[src/codec_port_pkg.sv]
// Purpose: shared constants for the cascadable converter serial port
// Assumes: one 25 MHz clock; 16-bit serial words
// Notes:   register offsets are word indices on the plain register port
package codec_port_pkg;
	// ==========================================================
	// word and bus geometry
	localparam int WORD_W = 16;
	localparam int ADDR_W = 4;
	localparam int BYTE_W = 8;
	// ==========================================================
	// register offsets
	localparam logic [ADDR_W-1:0] REG_CTRL     = 4'h0;
	localparam logic [ADDR_W-1:0] REG_DAC_ADV  = 4'h1;
	localparam logic [ADDR_W-1:0] REG_STATUS   = 4'h2;
	localparam logic [ADDR_W-1:0] REG_DAC_HOLD = 4'h3;
	// ==========================================================
	// control register fields
	localparam int CTRL_PGM_BIT = 0;
	localparam int CTRL_MM_BIT  = 1;
	localparam int CTRL_CNT_LSB = 2;
	localparam int CNT_W        = 3;
	localparam int CTRL_W       = 5;
	localparam int ADV_W        = 4;
	localparam logic [CTRL_W-1:0] CTRL_RESET = 5'h00;
	localparam logic [ADV_W-1:0]  ADV_RESET  = 4'h0;
	// ==========================================================
	// serial control word layout
	localparam int CW_TYPE_BIT = 15;
	localparam int CW_READ_BIT = 14;
	localparam int CW_ADDR_LSB = 11;
	localparam int CW_ADDR_W   = 3;
	localparam int CW_REG_LSB  = 8;
	localparam int CW_REG_W    = 3;
	localparam logic [CW_REG_W-1:0] CW_REG_CTRL = 3'h0;
	localparam logic [CW_REG_W-1:0] CW_REG_ADV  = 3'h1;
	// ==========================================================
	// timing
	localparam int CLK_HZ          = 25_000_000;
	localparam int SAMPLE_RATE_HZ  = 8_000;
	localparam int SAMPLE_CYCLES   = CLK_HZ / SAMPLE_RATE_HZ;
	localparam int SAMP_W          = 12;
	localparam int SCLK_HALF_DIV   = 4;
	localparam int ADV_STEP_CYCLES = 16;
	localparam int BIT_CNT_W       = 5;
endpackage

[src/serial_link_if.sv]
// Purpose: word handshake between port control and the serial shifter
// Assumes: both ends on CLK_I
// Notes:   tx_load is taken only while tx_busy is low
`timescale 1ns/1ps
interface serial_link_if;
	logic [15:0] tx_word;
	logic        tx_load;
	logic        tx_busy;
	logic [15:0] rx_word;
	logic        rx_done;
	modport engine (input tx_word, tx_load, output tx_busy, rx_word, rx_done);
	modport ctrl   (output tx_word, tx_load, input tx_busy, rx_word, rx_done);
endinterface

[src/codec_cascade_port.sv]
// Purpose: cascadable converter serial port, mixed mode and DAC timing
// Assumes: converter logic on CLK_I supplies ADC words; one clock
// Notes:   control words addressed here reach the port's own registers
`timescale 1ns/1ps

// How it works
// - mixed mode accepts DAC words and control words, each handled by type.
// - in mixed mode only MSB-zero words advance the frame counter.
// - DAC loads from holding register just before ADC word goes out.
// - DAC advance setting moves the DAC load earlier.
// - output frame sync rises, then sixteen ADC bits shift out.
// - the DAC word that brings the counter to the device count moves into the DAC holding register.
// - mixed mode checks each word's MSB for DAC or control.
// - control word with nonzero address is decremented and forwarded.
// - counter reaching device count updates holding register, then clears.
module codec_cascade_port
	import codec_port_pkg::*;
#(
	parameter int SAMPLE_PERIOD = SAMPLE_CYCLES,
	parameter int ADV_STEP      = ADV_STEP_CYCLES,
	parameter int HALF_DIV      = SCLK_HALF_DIV
)(
	input  wire logic                               CLK_I,
	input  wire logic                               RESET_I,
	input  wire logic [codec_port_pkg::ADDR_W-1:0]  ADDR_I,
	input  wire logic [codec_port_pkg::WORD_W-1:0]  WDATA_I,
	input  wire logic                               WR_I,
	input  wire logic                               RD_I,
	output logic      [codec_port_pkg::WORD_W-1:0]  RDATA_O,
	output logic                                    SERIAL_CLOCK_O,
	output logic                                    SERIAL_DATA_O,
	output logic                                    OUTPUT_FRAME_SYNC_O,
	input  wire logic                               SERIAL_DATA_I,
	input  wire logic                               INPUT_FRAME_SYNC_I,
	input  wire logic [codec_port_pkg::WORD_W-1:0]  ADC_DATA_I,
	output logic                                    ADC_SAMPLE_O,
	output logic      [codec_port_pkg::WORD_W-1:0]  DAC_DATA_O,
	output logic                                    DAC_LOAD_O
);
	import codec_port_pkg::*;

	serial_link_if lnk ();

	logic [CTRL_W-1:0]    ctrl_q;
	logic [ADV_W-1:0]     adv_q;
	logic [SAMP_W-1:0]    samp_q;
	logic [SAMP_W-1:0]    load_at;
	logic                 adc_event;
	logic                 dac_event;
	logic [CNT_W-1:0]     fcount_q;
	logic [CNT_W-1:0]     fcount_d;
	logic [WORD_W-1:0]    hold_q;
	logic                 adc_pend_q;
	logic [WORD_W-1:0]    adc_word_q;
	logic                 fwd_pend_q;
	logic [WORD_W-1:0]    fwd_word_q;
	logic                 program_or_data_select;
	logic                 mixed_mode_bit;
	logic [CNT_W-1:0]     dev_count;
	logic                 rx_ctrl;
	logic                 rx_dac;
	logic [CW_ADDR_W-1:0] rx_addr;
	logic [CW_REG_W-1:0]  rx_reg;
	logic                 rx_read;
	logic                 rx_ours;
	logic                 ser_wr;
	logic                 dac_hit;
	logic                 fwd_set;
	logic [WORD_W-1:0]    fwd_val;
	logic [WORD_W-1:0]    rd_val;

	// ==========================================================
	// register read decode, shared by bus and serial reads
	function automatic logic [WORD_W-1:0] reg_value(
		input logic [ADDR_W-1:0] a
	);
		logic [WORD_W-1:0] v;
		v = '0;
		unique case (a)
			REG_CTRL:     v = WORD_W'(ctrl_q);
			REG_DAC_ADV:  v = WORD_W'(adv_q);
			REG_STATUS:   v = WORD_W'({lnk.tx_busy, fcount_q});
			REG_DAC_HOLD: v = hold_q;
			default:      v = '0;
		endcase
		return v;
	endfunction

	// ==========================================================
	// control field view
	assign program_or_data_select = ctrl_q[CTRL_PGM_BIT];
	assign mixed_mode_bit         = ctrl_q[CTRL_MM_BIT];
	assign dev_count              = ctrl_q[CTRL_CNT_LSB +: CNT_W];

	// ==========================================================
	// incoming word classification
	// msb selects type in mixed mode
	assign rx_ctrl = !program_or_data_select
		| (mixed_mode_bit & lnk.rx_word[CW_TYPE_BIT]);
	// each word handled by its type
	assign rx_dac  = lnk.rx_done & !rx_ctrl;
	assign rx_addr = lnk.rx_word[CW_ADDR_LSB +: CW_ADDR_W];
	assign rx_reg  = lnk.rx_word[CW_REG_LSB +: CW_REG_W];
	assign rx_read = lnk.rx_word[CW_READ_BIT];
	assign rx_ours = lnk.rx_done & rx_ctrl & (rx_addr == '0);
	assign ser_wr  = rx_ours & !rx_read;

	// ==========================================================
	// frame counting for DAC update
	// only DAC words count
	assign fcount_d = fcount_q + CNT_W'(1);
	assign dac_hit  = rx_dac & (fcount_d == dev_count);

	always_ff @(posedge CLK_I or posedge RESET_I)
	begin
		if (RESET_I)
			fcount_q <= '0;
		else if (rx_dac)
			fcount_q <= dac_hit ? '0 : fcount_d;
	end

	// ==========================================================
	// DAC holding register
	always_ff @(posedge CLK_I or posedge RESET_I)
	begin
		if (RESET_I)
			hold_q <= '0;
		else if (dac_hit)
			hold_q <= lnk.rx_word;
	end

	// ==========================================================
	// register value returned by a serial read
	assign rd_val = reg_value(ADDR_W'(rx_reg));

	// ==========================================================
	// words passed downstream
	// a newer word replaces a forward that is still waiting
	always_comb
	begin
		fwd_set = 1'b0;
		fwd_val = lnk.rx_word;
		if (rx_dac && !dac_hit)
		begin
			fwd_set = 1'b1;
		end
		else if (lnk.rx_done && rx_ctrl && rx_addr != '0)
		begin
			fwd_set = 1'b1;
			fwd_val[CW_ADDR_LSB +: CW_ADDR_W] = rx_addr - CW_ADDR_W'(1);
		end
		else if (rx_ours && rx_read)
		begin
			fwd_set = 1'b1;
			fwd_val[BYTE_W-1:0] = rd_val[BYTE_W-1:0];
		end
	end

	always_ff @(posedge CLK_I or posedge RESET_I)
	begin
		if (RESET_I)
		begin
			fwd_pend_q <= 1'b0;
			fwd_word_q <= '0;
		end
		else if (fwd_set)
		begin
			fwd_pend_q <= 1'b1;
			fwd_word_q <= fwd_val;
		end
		else if (!lnk.tx_busy && !adc_pend_q)
		begin
			fwd_pend_q <= 1'b0;
		end
	end

	// ==========================================================
	// sample timing and DAC load point
	// advance times step must stay below the sample period
	assign adc_event = (samp_q == SAMP_W'(SAMPLE_PERIOD - 1));
	assign load_at   = SAMP_W'(SAMPLE_PERIOD - 1)
		- SAMP_W'(32'(adv_q) * ADV_STEP);
	// load just before ADC word out
	assign dac_event = (samp_q == load_at);

	always_ff @(posedge CLK_I or posedge RESET_I)
	begin
		if (RESET_I)
			samp_q <= '0;
		else
			samp_q <= adc_event ? '0 : samp_q + SAMP_W'(1);
	end

	always_ff @(posedge CLK_I or posedge RESET_I)
	begin
		if (RESET_I)
		begin
			DAC_DATA_O <= '0;
			DAC_LOAD_O <= 1'b0;
		end
		else
		begin
			DAC_LOAD_O <= dac_event;
			if (dac_event)
				DAC_DATA_O <= hold_q;
		end
	end

	// ==========================================================
	// ADC word capture, queued one cycle after the ADC_SAMPLE_O strobe
	always_ff @(posedge CLK_I or posedge RESET_I)
	begin
		if (RESET_I)
		begin
			adc_pend_q   <= 1'b0;
			adc_word_q   <= '0;
			ADC_SAMPLE_O <= 1'b0;
		end
		else
		begin
			ADC_SAMPLE_O <= adc_event;
			if (ADC_SAMPLE_O)
			begin
				// new ADC word queued for output
				adc_pend_q <= 1'b1;
				adc_word_q <= ADC_DATA_I;
			end
			else if (!lnk.tx_busy)
			begin
				adc_pend_q <= 1'b0;
			end
		end
	end

	// ==========================================================
	// transmit arbitration: ADC word before forwarded words
	assign lnk.tx_load = adc_pend_q | fwd_pend_q;
	assign lnk.tx_word = adc_pend_q ? adc_word_q : fwd_word_q;

	// ==========================================================
	// control and advance registers; serial writes win
	// a bus write in the cycle of a serial write is lost
	always_ff @(posedge CLK_I or posedge RESET_I)
	begin
		if (RESET_I)
		begin
			ctrl_q <= CTRL_RESET;
			adv_q  <= ADV_RESET;
		end
		else if (ser_wr)
		begin
			if (rx_reg == CW_REG_CTRL)
				ctrl_q <= lnk.rx_word[CTRL_W-1:0];
			if (rx_reg == CW_REG_ADV)
				adv_q <= lnk.rx_word[ADV_W-1:0];
		end
		else if (WR_I)
		begin
			if (ADDR_I == REG_CTRL)
				ctrl_q <= WDATA_I[CTRL_W-1:0];
			if (ADDR_I == REG_DAC_ADV)
				adv_q <= WDATA_I[ADV_W-1:0];
		end
	end

	// ==========================================================
	// register read port
	always_ff @(posedge CLK_I or posedge RESET_I)
	begin
		if (RESET_I)
			RDATA_O <= '0;
		else if (RD_I)
			RDATA_O <= reg_value(ADDR_I);
	end

	// ==========================================================
	// serial shifter
	serial_engine #(
		.HALF_DIV (HALF_DIV)
	) u_engine (
		.clk_i   (CLK_I),
		.reset_i (RESET_I),
		.lnk     (lnk),
		.sclk_o  (SERIAL_CLOCK_O),
		.sdata_o (SERIAL_DATA_O),
		.ofs_o   (OUTPUT_FRAME_SYNC_O),
		.sdata_i (SERIAL_DATA_I),
		.ifs_i   (INPUT_FRAME_SYNC_I)
	);
endmodule // codec_cascade_port

[src/serial_engine.sv]
// Purpose: serial clock divider, frame-synced word shifter in and out
// Assumes: pins sampled through two flip-flops
// Notes:   data launched on serial clock fall, sampled on rise
`timescale 1ns/1ps
module serial_engine
	import codec_port_pkg::*;
#(
	parameter int HALF_DIV = SCLK_HALF_DIV
)(
	input  wire logic       clk_i,
	input  wire logic       reset_i,
	serial_link_if.engine   lnk,
	output logic            sclk_o,
	output logic            sdata_o,
	output logic            ofs_o,
	input  wire logic       sdata_i,
	input  wire logic       ifs_i
);
	logic [7:0]           div_q;
	logic                 tgl;
	logic                 rise;
	logic                 fall;
	logic                 ifs_s1_q, ifs_s2_q, sd_s1_q, sd_s2_q;
	logic                 pend_q;
	logic [WORD_W-1:0]    pend_word_q;
	logic [WORD_W-1:0]    tx_sr_q;
	logic [BIT_CNT_W-1:0] tx_cnt_q;
	logic [WORD_W-1:0]    rx_sr_q;
	logic [BIT_CNT_W-1:0] rx_cnt_q;

	// ==========================================================
	// serial clock divider
	assign tgl  = (div_q == 8'(HALF_DIV - 1));
	assign rise = tgl & ~sclk_o;
	assign fall = tgl & sclk_o;
	always_ff @(posedge clk_i or posedge reset_i)
	begin
		if (reset_i)
		begin
			div_q  <= 8'h00;
			sclk_o <= 1'b0;
		end
		else
		begin
			div_q  <= tgl ? 8'h00 : div_q + 8'h01;
			sclk_o <= tgl ? ~sclk_o : sclk_o;
		end
	end

	// ==========================================================
	// pin synchronisers
	always_ff @(posedge clk_i or posedge reset_i)
	begin
		if (reset_i)
		begin
			{ifs_s1_q, ifs_s2_q, sd_s1_q, sd_s2_q} <= 4'h0;
		end
		else
		begin
			ifs_s1_q <= ifs_i;
			ifs_s2_q <= ifs_s1_q;
			sd_s1_q  <= sdata_i;
			sd_s2_q  <= sd_s1_q;
		end
	end

	// ==========================================================
	// transmit: frame sync then sixteen bits
	assign lnk.tx_busy = pend_q | ofs_o | (tx_cnt_q != '0);
	always_ff @(posedge clk_i or posedge reset_i)
	begin
		if (reset_i)
		begin
			pend_q      <= 1'b0;
			pend_word_q <= '0;
			tx_sr_q     <= '0;
			tx_cnt_q    <= '0;
			ofs_o       <= 1'b0;
			sdata_o     <= 1'b0;
		end
		else
		begin
			if (lnk.tx_load && !lnk.tx_busy)
			begin
				pend_q      <= 1'b1;
				pend_word_q <= lnk.tx_word;
			end
			if (fall)
			begin
				if (pend_q)
				begin
					pend_q   <= 1'b0;
					ofs_o    <= 1'b1;
					tx_sr_q  <= pend_word_q;
					tx_cnt_q <= BIT_CNT_W'(WORD_W);
				end
				else if (tx_cnt_q != '0)
				begin
					ofs_o    <= 1'b0;
					sdata_o  <= tx_sr_q[WORD_W-1];
					tx_sr_q  <= {tx_sr_q[WORD_W-2:0], 1'b0};
					tx_cnt_q <= tx_cnt_q - BIT_CNT_W'(1);
				end
				else
				begin
					ofs_o <= 1'b0;
				end
			end
		end
	end

	// ==========================================================
	// receive: frame sync seen, sixteen bits follow
	always_ff @(posedge clk_i or posedge reset_i)
	begin
		if (reset_i)
		begin
			rx_sr_q     <= '0;
			rx_cnt_q    <= '0;
			lnk.rx_word <= '0;
			lnk.rx_done <= 1'b0;
		end
		else
		begin
			lnk.rx_done <= 1'b0;
			if (rise)
			begin
				if (rx_cnt_q == '0)
				begin
					if (ifs_s2_q)
						rx_cnt_q <= BIT_CNT_W'(WORD_W);
				end
				else
				begin
					rx_sr_q  <= {rx_sr_q[WORD_W-2:0], sd_s2_q};
					rx_cnt_q <= rx_cnt_q - BIT_CNT_W'(1);
					if (rx_cnt_q == BIT_CNT_W'(1))
					begin
						lnk.rx_word <= {rx_sr_q[WORD_W-2:0], sd_s2_q};
						lnk.rx_done <= 1'b1;
					end
				end
			end
		end
	end
endmodule // serial_engine

[config.mk]
export PLATFORM = sky130hd
export DESIGN_NAME = codec_cascade_port
export DESIGN_NICKNAME = d
export VERILOG_FILES = /design/src/codec_port_pkg.sv /design/src/serial_link_if.sv /design/src/codec_cascade_port.sv /design/src/serial_engine.sv
export SDC_FILE = /design/constraint.sdc
export NUM_CORES = 1
export LEC_CHECK = 0
export BUFFER_PORTS_ARGS = -buffer_cell sky130_fd_sc_hd__buf_4
export CORE_MARGIN = 2
export CORE_UTILIZATION = 40
export CTS_CLUSTER_DIAMETER = 80
export CTS_CLUSTER_SIZE = 12
export DETAILED_ROUTE_END_ITERATION = 10
export GPL_ROUTABILITY_DRIVEN = 0
export SKIP_LAST_GASP = 1
export SYNTH_ARGS = -nofsm -noshare
export SYNTH_HDL_FRONTEND = slang
export SYNTH_SLANG_ARGS = --single-unit
[constraint.sdc]
create_clock -name CLK_I -period 6.9 [get_ports CLK_I]
set_input_delay 1.035 -clock CLK_I [delete_from_list [all_inputs] [get_ports CLK_I]]
set_output_delay 1.035 -clock CLK_I [all_outputs]
set_load 0.1 [all_outputs]
* Yosys cells after proc, flatten, opt, wreduce, memory -nomap -nowiden
Cells that the tools add are included.
** Storage, ports and cells
- Flip-flop bits (word level) :: 198
- Word-level logic and storage cells :: 135
- Input bits :: 42
- Output and inout port bits :: 37
** Operators by class
- Reductions and logical operators :: 30
- Equal/unequal tests :: 15
- Bitwise logic cells :: 15
- Mux-type cells :: 39
- Add/subtract/negate cells :: 7
** Operators with widths (number)
- case mux 16 bit (4 select lines) :: 1
- 2-to-1 mux 16 bit :: 3
- 2-to-1 mux 5 bit :: 8
- 2-to-1 mux 8 bit :: 4
- case mux 8 bit (4 select lines) :: 1
- 2-to-1 mux 4 bit :: 4
- 2-to-1 mux 1 bit :: 14
- adder 12 x 1 -> 12 bit (second input constant) :: 1
- equality test 12 bit :: 1
- equality test 12 bit (second input constant) :: 1
- 2-to-1 mux 12 bit :: 1
- AND reduction 3 bit :: 4
- subtractor 11 x 9 -> 12 bit (first input constant) :: 1
- nonzero test 2 bit :: 5
- subtractor 5 x 1 -> 5 bit (second input constant) :: 2
- 2-to-1 mux 3 bit :: 3
- adder 8 x 1 -> 8 bit (second input constant) :: 1
- bitwise AND 1 bit :: 8
- equality test 4 x 2 -> 1 bit (second input constant) :: 2
- equality test 8 x 2 -> 1 bit (second input constant) :: 1
- equality test 3 x 2 -> 1 bit (second input constant) :: 2
- logical AND 1 bit :: 6
- zero test 1 bit :: 6
- zero test 3 bit :: 2
- other kinds (15) :: 24

* Logic depth before layout (Yosys ltp)
Gate-level depths: netlist of run 1.
- Depth in word-level cells :: 9
- Depth in mapped cells :: 9
- Gate-level depth less buffers :: 7

* Hierarchy
From an unflattened synthesis of run 1, not the netlist that was laid out.
** Second synthesis, totals
- Cells, all modules :: 667
- Area total of the unflattened synthesis :: 9052.4 µm²
** Modules (own cells, without submodules)
- codec_cascade_port :: cells an instance 411, instances 1, area each 5237.5 µm², seq. area each 2702.6 µm²
- serial_engine :: cells an instance 256, instances 1, area each 3814.9 µm², seq. area each 2252.2 µm²

* Worst setup path after synthesis of run 1
OpenSTA, ideal clock, no wires.
- Kind :: in2reg
- Start point :: in ADDR_I[1] (netlist name)
- End point :: reg ctrl_q[4]
- Data arrival time :: 2.262 ns
- Path slack :: 4.514 ns
- Stages on the path :: 5
- Data required time :: 6.775 ns
- Buffers on the path :: 1
- Setup time :: 0.125 ns
- Cells stage by stage :: clkbuf_1 nor4b_1 nand2b_1 mux2_2 mux2_2
** On the way
- Cells in the longest elaborated chain, start to end :: 3
** Ends and longest elaborated chain
- from (decl) :: line codec_cascade_port.sv:25 : input wire logic [codec_port_pkg::ADDR_W-1:0] ADDR_I,
- zero test 4 bit :: line codec_cascade_port.sv:259 : if (ADDR_I == REG_CTRL)
- nonzero test 2 bit (no line)
- AND reduction 3 bit (no line)
- to (signal assigned) :: line codec_cascade_port.sv:253 : ctrl_q <= lnk.rx_word[CTRL_W-1:0];
- to (signal assigned) :: line codec_cascade_port.sv:260 : ctrl_q <= WDATA_I[CTRL_W-1:0];
- to (decl) :: line codec_cascade_port.sv:44 : logic [CTRL_W-1:0] ctrl_q;
No other way between the ends.
A chain may end at the register's enable or synchronous reset.

* Final worst setup path of run 1
- Start point :: reg u_engine.tx_cnt_q[0]
- End point :: reg u_engine.tx_cnt_q[4]
** On the way
- Cells in the longest elaborated chain, start to end :: 3
- Elaborated cells on any way between the ends :: 6
- Classes of those cells :: 1 x add/sub; 2 x mux; 3 x reduce/logical
** Ends and longest elaborated chain
- from (decl) :: line serial_engine.sv:27 : logic [BIT_CNT_W-1:0] tx_cnt_q;
- from (signal assigned) :: line serial_engine.sv:95 : tx_cnt_q <= BIT_CNT_W'(WORD_W);
- from (signal assigned) :: line serial_engine.sv:102 : tx_cnt_q <= tx_cnt_q - BIT_CNT_W'(1);
- subtractor 5 x 1 -> 5 bit / nonzero test 5 bit (equally long branches) :: line serial_engine.sv:102, serial_engine.sv:97
- 2-to-1 mux 5 bit / nonzero test 2 bit (equally long branches)
- 2-to-1 mux 5 bit / AND reduction 2 bit (equally long branches)
Parallel ways exist; a longest one is shown, timed or not. The select of a mux whose other input is x is not followed.

==> results of run 1 <==
## logic make-up (layout without fill, tap and decap cells)
family          count (synthesis)  in the layout
fa+ha+maj                      11             11
buf+inv                        59            126
xor+xnor                       25             25
simple gates                  142            142
mux                           156            156
compound gates                 90             90
flops                         198            198
## flip-flops by register name, summed over array words and instances (netlist names), 12 cells and up
register              flops
fwd_word_q               16
u_engine.lnk.rx_word     16
u_engine.pend_word_q     16
adc_word_q               16
RDATA_O                  16
hold_q                   16
u_engine.tx_sr_q         16
u_engine.rx_sr_q         15
samp_q                   12
DAC_DATA_O               16
## report_power, final
part | leakage, nW | switching (mW) | internal [mW] | total, mW
Sequential | 2.70 | 0.0222 | 1.18 | 1.20
Combinational | 1.75 | 0.0759 | 0.0552 | 0.131
Clock | 0.282 | 0.438 | 0.578 | 1.02
## critical path, stage by stage, from the launching register on
cell and delay, ps:
dfrtp_1 400, inv_1 90, ha_1 170, nor4b_1 690, a2111o_1 950, nor3_1 100
or3b_1 370
## metal layers
layer	vias up	part of all wire [%]	global-route usage [%]
met5	-	0	0
met4	0	1.6	5.65
met3	18	3.7	3.46
met2	69	50	27.1
met1	2733	44	21.6
li1	2514	-	-
## final timing paths
path                                                   from                                   end  slack, ps  cells past startpoint
min in group asynchronous                           RESET_I             DAC_DATA_O[7]$_DFFE_PP0P_        720                      2
setup / recovery           u_engine.tx_cnt_q[0]$_DFFE_PP0P_      u_engine.tx_cnt_q[4]$_DFFE_PP0P_       4010                      6
hold reg to reg                 u_engine.ifs_s1_q$_DFF_PP0_           u_engine.ifs_s2_q$_DFF_PP0_        350                      0
setup reg to reg           u_engine.tx_cnt_q[0]$_DFFE_PP0P_      u_engine.tx_cnt_q[4]$_DFFE_PP0P_       4010                      6
hold / removal                  u_engine.ifs_s1_q$_DFF_PP0_           u_engine.ifs_s2_q$_DFF_PP0_        350                      0
max in group asynchronous                           RESET_I  u_engine.pend_word_q[11]$_DFFE_PP0P_       4640                      3
## synthesized netlist by cell type, types with 5 or more instances
master / number / area [sq um]
clkbuf_1: 16 / 60.1
inv_1: 24 / 90.1
o21ai_0: 30 / 150
mux4_2: 6 / 135
nor3_1: 5 / 25.0
nor2b_1: 5 / 31.3
xor2_1: 8 / 70.1
mux2i_1: 49 / 490
xnor2_1: 16 / 140
buf_2: 11 / 55.1
dfrtp_1: 198 / 4950
nand3_1: 12 / 60.1
ha_1: 11 / 138
mux2_2: 98 / 1100
nand2_1: 38 / 143
a22o_1: 15 / 131
a21oi_1: 18 / 90.1
nor3b_1: 6 / 45.0
nor2_1: 40 / 150
## stage by stage
step,cells,hold WS [ps],instance area [sq um],power (mW)
floorplan,681,331,8690,1.31
CTS,1023,354,9980,2.38
global placement,992,338,9390,1.35
finish,1023,352,9980,2.35
detailed placement,992,339,9390,1.36
global route,1023,365,9980,2.44
## layout make-up
class / instances / area share (%)
Clock buffer: 19 / 4.44
Clock inverter: 12 / 1.53
Inverter: 25 / 1.02
Multi-Input combinational cell: 424 / 34.7
Sequential cell: 198 / 49.6
Tap cell: 275 / 3.45
Timing Repair Buffer: 70 / 5.26
==> metrics.txt, run 1 <==
vias=between 5,000 and 6,000; most common cell after layout, fill and taps aside=dfrtp_1; initial antenna violation count=0; GRT Total Usage=16.4%; post-CTS resize count=0; first-pass GRT wire length=between 20,000 and 30,000 microns; Avg Vias per Cell=roughly 5.2; adder-cell share of the synthesized area=1.58%; Clk Latency, worst-skew pair=around 440 ps; CTS tree=built; IO buf count=67; relative slew slack=between 20% and 30%; post-route worst setup slack=4010 ps; Fill cells=1,903; initial core utilization=41.1%; Netlist cell types=65; leakage=between 4 and 5 nW; max cap viols=0; endpoints failing setup=0; crit path kind=reg2reg; Post-synth EDFFs=0; Clock H-tree levels=4; gr ovfl total=0; # DRC=0; Fin. Hold Viols=0; vias in the first global route=roughly 5,600; post-CTS setup buffer count=0; Async SR Flop Fraction=100%; DR WL/cell=between 15 and 20 microns; drt pass-1 iters=4; Post-Synthesis Cells=slightly below 700; PwrDens=about 240 nW/um^2; die height=approximately 150 microns; share of post-route cells with drive strength above 1=between 20 and 30%; CORE AREA=approximately 21,000 sq um; clk_skew=~9 ps; crit path max fanout=37; ant diodes=0; simple logic cell fraction of the synthesized area=under 10%; crit path launch type=flop; min Tclk post-route=2890 ps; pre-CTS WS=4020 ps; mux share of post-synthesis cell area=roughly a fifth; Synth Flop Type=dfrtp_1; sequential share of the synthesized area=57.0%; DRT iter0 DRCs=approximately 280; CTS clk-pin slew, worst paths=roughly 70 ps; clock sinks=between 150 and 200; Area Overhead vs Synth=14.8%; Die W=around 150 microns; largest family of logic cells by synthesized area=multiplexers; number of CTS-inserted buffers=17; unrepaired setup endpoints after global routing=false; Core Util, Final=~47%; Total Nets Final=~790; register bit total from synthesis=around 200; Max VDD drop=between 0.15 and 0.2 mV; die area=22,900 sq um; largest net degree at the start of global routing=116; final HPWL from detailed placement=12,200 microns; status=finished, final reports clean; setup TNS=0 ps; IO Pins=79; Mean Syn Cell Area=between 10 and 15 sq um; FF+latch area=roughly 5000 sq um; max-slew violations=0; worst hold path type=reg2reg; Longest Clk Path Bufs=2; CTS Root Cell=clkbuf_16; Ys Warns=0; post-synthesis compound-gate area fraction=6.69%; most frequent cells in the layout=dfrtp_1 (198), mux2_2 (98), buf_4 (70); fmax=346 MHz; Rows=53; Crit path required time=7220 ps; critical path arrival=approximately 3200 ps; period utilization=between 40% and 50%; Mapped Nets=~730; final WL=between 15,000 and 20,000 microns; Hold Buf Count CTS=0; area of the multi-input gates=3460 sq um; synthesized area=slightly below 9000 sq um; critical path capture point type=flop; post-route ant nets=0; worst slew pin tran=about 1100 ps; Post-Synth XOR/XNOR Area=2.68%
Note: power is estimated with default switching activity, not from simulation.
==> run 2: changes to the inputs <==
Settings changed: ABC_AREA set to 1.
Clock period 6.9 ns to 2.45 ns, I/O delays scaled along.
==> run 2 against run 1 <==
  * Worst hold slack worse by 310 ps
  * Clock power rose to 2.7 times the previous value
  * Critical path depth is 2 higher
  * Highest routed layer unchanged
==> metrics.txt, run 2 <==
status=finished, final reports clean; Clock H-tree levels=4 (unchanged); # DRC=0 (unchanged); unrepaired setup endpoints after global routing=false; share of post-route cells with drive strength above 1=15.4% (-13 points); IO buf count=67 (unchanged); leakage=5.27 nW (+11%); Longest Clk Path Bufs=2 (unchanged); Hold Buf Count CTS=0 (unchanged); most frequent cells in the layout=nand2_1 (391), dfrtp_1 (198), inv_1 (105); endpoints failing setup=0 (unchanged); Total Nets Final=1,198 (+52%); ant diodes=0 (unchanged); Net Sw Power=1.92 mW (+260%); critical path capture point type=flop; CTS Root Cell=clkbuf_16; Mapped Nets=1,139 (+55%); gr ovfl total=0 (unchanged); max cap viols=0 (unchanged); post-CTS setup buffer count=0 (unchanged); vias in the first global route=6,787 (+22%); crit path launch type=flop; post-route ant nets=0 (unchanged); IO Pins=79 (unchanged); clock sinks=198 (unchanged); Sw Ratio=26.9% (+4.1 points); most common cell after layout, fill and taps aside=nand2_1; cell taking the most area after synthesis=dfrtp_1; Avg Vias per Cell=4.77 (-8.6%); initial antenna violation count=0 (unchanged); Synth Flop Type=dfrtp_1; internal power=5.23 mW (+190%); crit path launch=adv_q[2]$_DFFE_PP0P_; crit path kind=reg2reg; DR WL/cell=14.1 microns (-19%); worst slew pin tran=607 ps (-479 ps); clock share of power=38.0% (-5.3 points); worst hold path type=in2reg; Post-synth EDFFs=0 (unchanged); die area=24,600 sq um (+7.2%); initial core utilization=41.0% (-0.11 points); number of CTS-inserted buffers=17 (unchanged); final WL=20,700 microns (+17%); Crit path required time=2820 ps (-4400 ps); combinational power share=11.4% (+5.8 points); relative slew slack=59.5% (+32 points); Die W=157 microns (+3.5%); clk_skew=11.7 ps (+2.99 ps); Clk Latency, worst-skew pair=430 ps (about the same); DRT iter0 DRCs=435 (+58%); PwrDens=672 nW/um^2 (+190%); max-slew violations=0 (unchanged); Netlist cell types=42 (-35%); count leader, synth=nand2_1; CTS tree=built; Async SR Flop Fraction=100% (unchanged); Fin. Hold Viols=0 (unchanged); register bit total from synthesis=198 (unchanged); first-pass GRT wire length=34,600 microns (+20%); crit path max fanout=17 (-54%); post-CTS resize count=0 (unchanged); DP Area=10,100 sq um (+7.3%); Post-Synthesis Cells=1,086 (+59%); Area Overhead vs Synth=14.0%; Pwr Total=7.15 mW (+200%); GRT Total Usage=18.0% (+1.5 points); fmax=501 MHz (+45%); Ys Warns=0 (unchanged); Mean Syn Cell Area=8.60 sq um (-33%); CTS clk-pin slew, worst paths=70 ps (about the same); top cells by count, synth=nand2_1 (391), dfrtp_1 (198), inv_1 (106), nand3_1 (64), o21ai_0 (63); Max VDD drop=0.395 mV (+160%); min Tclk post-route=1990 ps (-898 ps); critical path arrival=2370 ps (-840 ps); final HPWL from detailed placement=15,000 microns (+23%); period utilization=81.4% (+40 points); synthesized area=9340 sq um (+7.4%); CORE AREA=22,800 sq um (+7.7%); Post-Layout Inst Area=10,600 sq um (+6.6%); hold path start=INPUT_FRAME_SYNC_I; vias=7,007 (+31%); largest net degree at the start of global routing=104 (-10%); die height=157 microns (+3.5%); share of total power in sequential cells=50.6% (-0.6 points); sequential share of the synthesized area=53.1% (-3.9 points); leading post-synthesis cells by cell area=dfrtp_1 (53%), nand2_1 (16%), inv_1 (4.3%); area share of the largest cell type after synthesis=53.1% (-3.9 points); Rows=55 (+3.8%); drt pass-1 iters=5 (+1); r2r startpoint=adv_q[2]$_DFFE_PP0P_
## run 2: cell types whose count changed in the layout (fill, tap and decap cells not counted), sizes merged, moves of 14 or more
cell and change:
nand2 +361, a21oi -14, a22o -15, inv +87
nand3 +58, mux2 -101, xnor2 -14, mux2i -49
o21ai +88
## run 2: cell families after synthesis
group	share of synthesized area [%]
fa+ha+maj	1.47
compound gates	10.0
xor+xnor	1.50
buf+inv	7.48
simple gates	26.5
flops	53.1
## run 2: per-layer routing
layer / part of all wire, % / GRT usage [%]
met5: 0 / 0
met1: 49 / 25.6
met2: 46 / 27.7
met3: 3.4 / 3.74
met4: 1.5 / 5.02
## run 2: power by group through the flow
| stage | sequential, mW | clock [mW] | combinational (mW) |
|---|---|---|---|
| floorplan | 3.66 | 0 | 0.591 |
| global placement | 3.67 | 0 | 0.811 |
| detailed placement | 3.67 | 0 | 0.825 |
| CTS | 3.62 | 2.78 | 0.827 |
| global route | 3.64 | 2.93 | 0.942 |
| finish | 3.62 | 2.72 | 0.813 |
## run 2: final cells by class
class | count | area, sq um
Multi-Input combinational cell | 735 | 3680
Sequential cell | 198 | 4950
Clock inverter | 9 | 96.3
Clock buffer | 22 | 474
Fill cell | 2207 | 12100
Inverter | 116 | 439
Timing Repair Buffer | 77 | 603
Tap cell | 313 | 392
## run 2: stage by stage
step	TNS, ps	hold WS, ps	worst slack (ps)	instances	utilization (%)
6_report	0	41.5	455	1470	46.7
5_1_grt	0	18.8	274	1470	46.7
4_1_cts	0	23.2	453	1470	46.7
3_5_place_dp	0	337	491	1439	44.2
3_3_place_gp	0	335	525	1439	44.2
2_1_floorplan	-94620	331	-478	1086	-
## run 2: path summary, 6_finish.rpt
| path | end | slack (ps) | cells after the start |
|---|---|---|---|
| worst max-delay path | DAC_DATA_O[2]$_DFFE_PP0P_ | 460 | 8 |
| worst min-delay path | u_engine.ifs_s1_q$_DFF_PP0_ | 40 | 1 |
| worst max register to register | DAC_DATA_O[2]$_DFFE_PP0P_ | 460 | 8 |
| worst min register to register | u_engine.sd_s2_q$_DFF_PP0_ | 350 | 0 |
| max in group asynchronous | fwd_word_q[7]$_DFFE_PP0P_ | 1850 | 3 |
| min in group asynchronous | RDATA_O[6]$_DFFE_PP0P_ | 60 | 3 |
## run 2: worst max-delay path, stage by stage, from the launching register on
cell and delay (ps):
dfrtp_1 480, inv_1 120, ha_1 320, o21ai_1 70, nor2_1 160, nand3_4 250
nor2_8 330, nand2_1 110, nand2_1 80
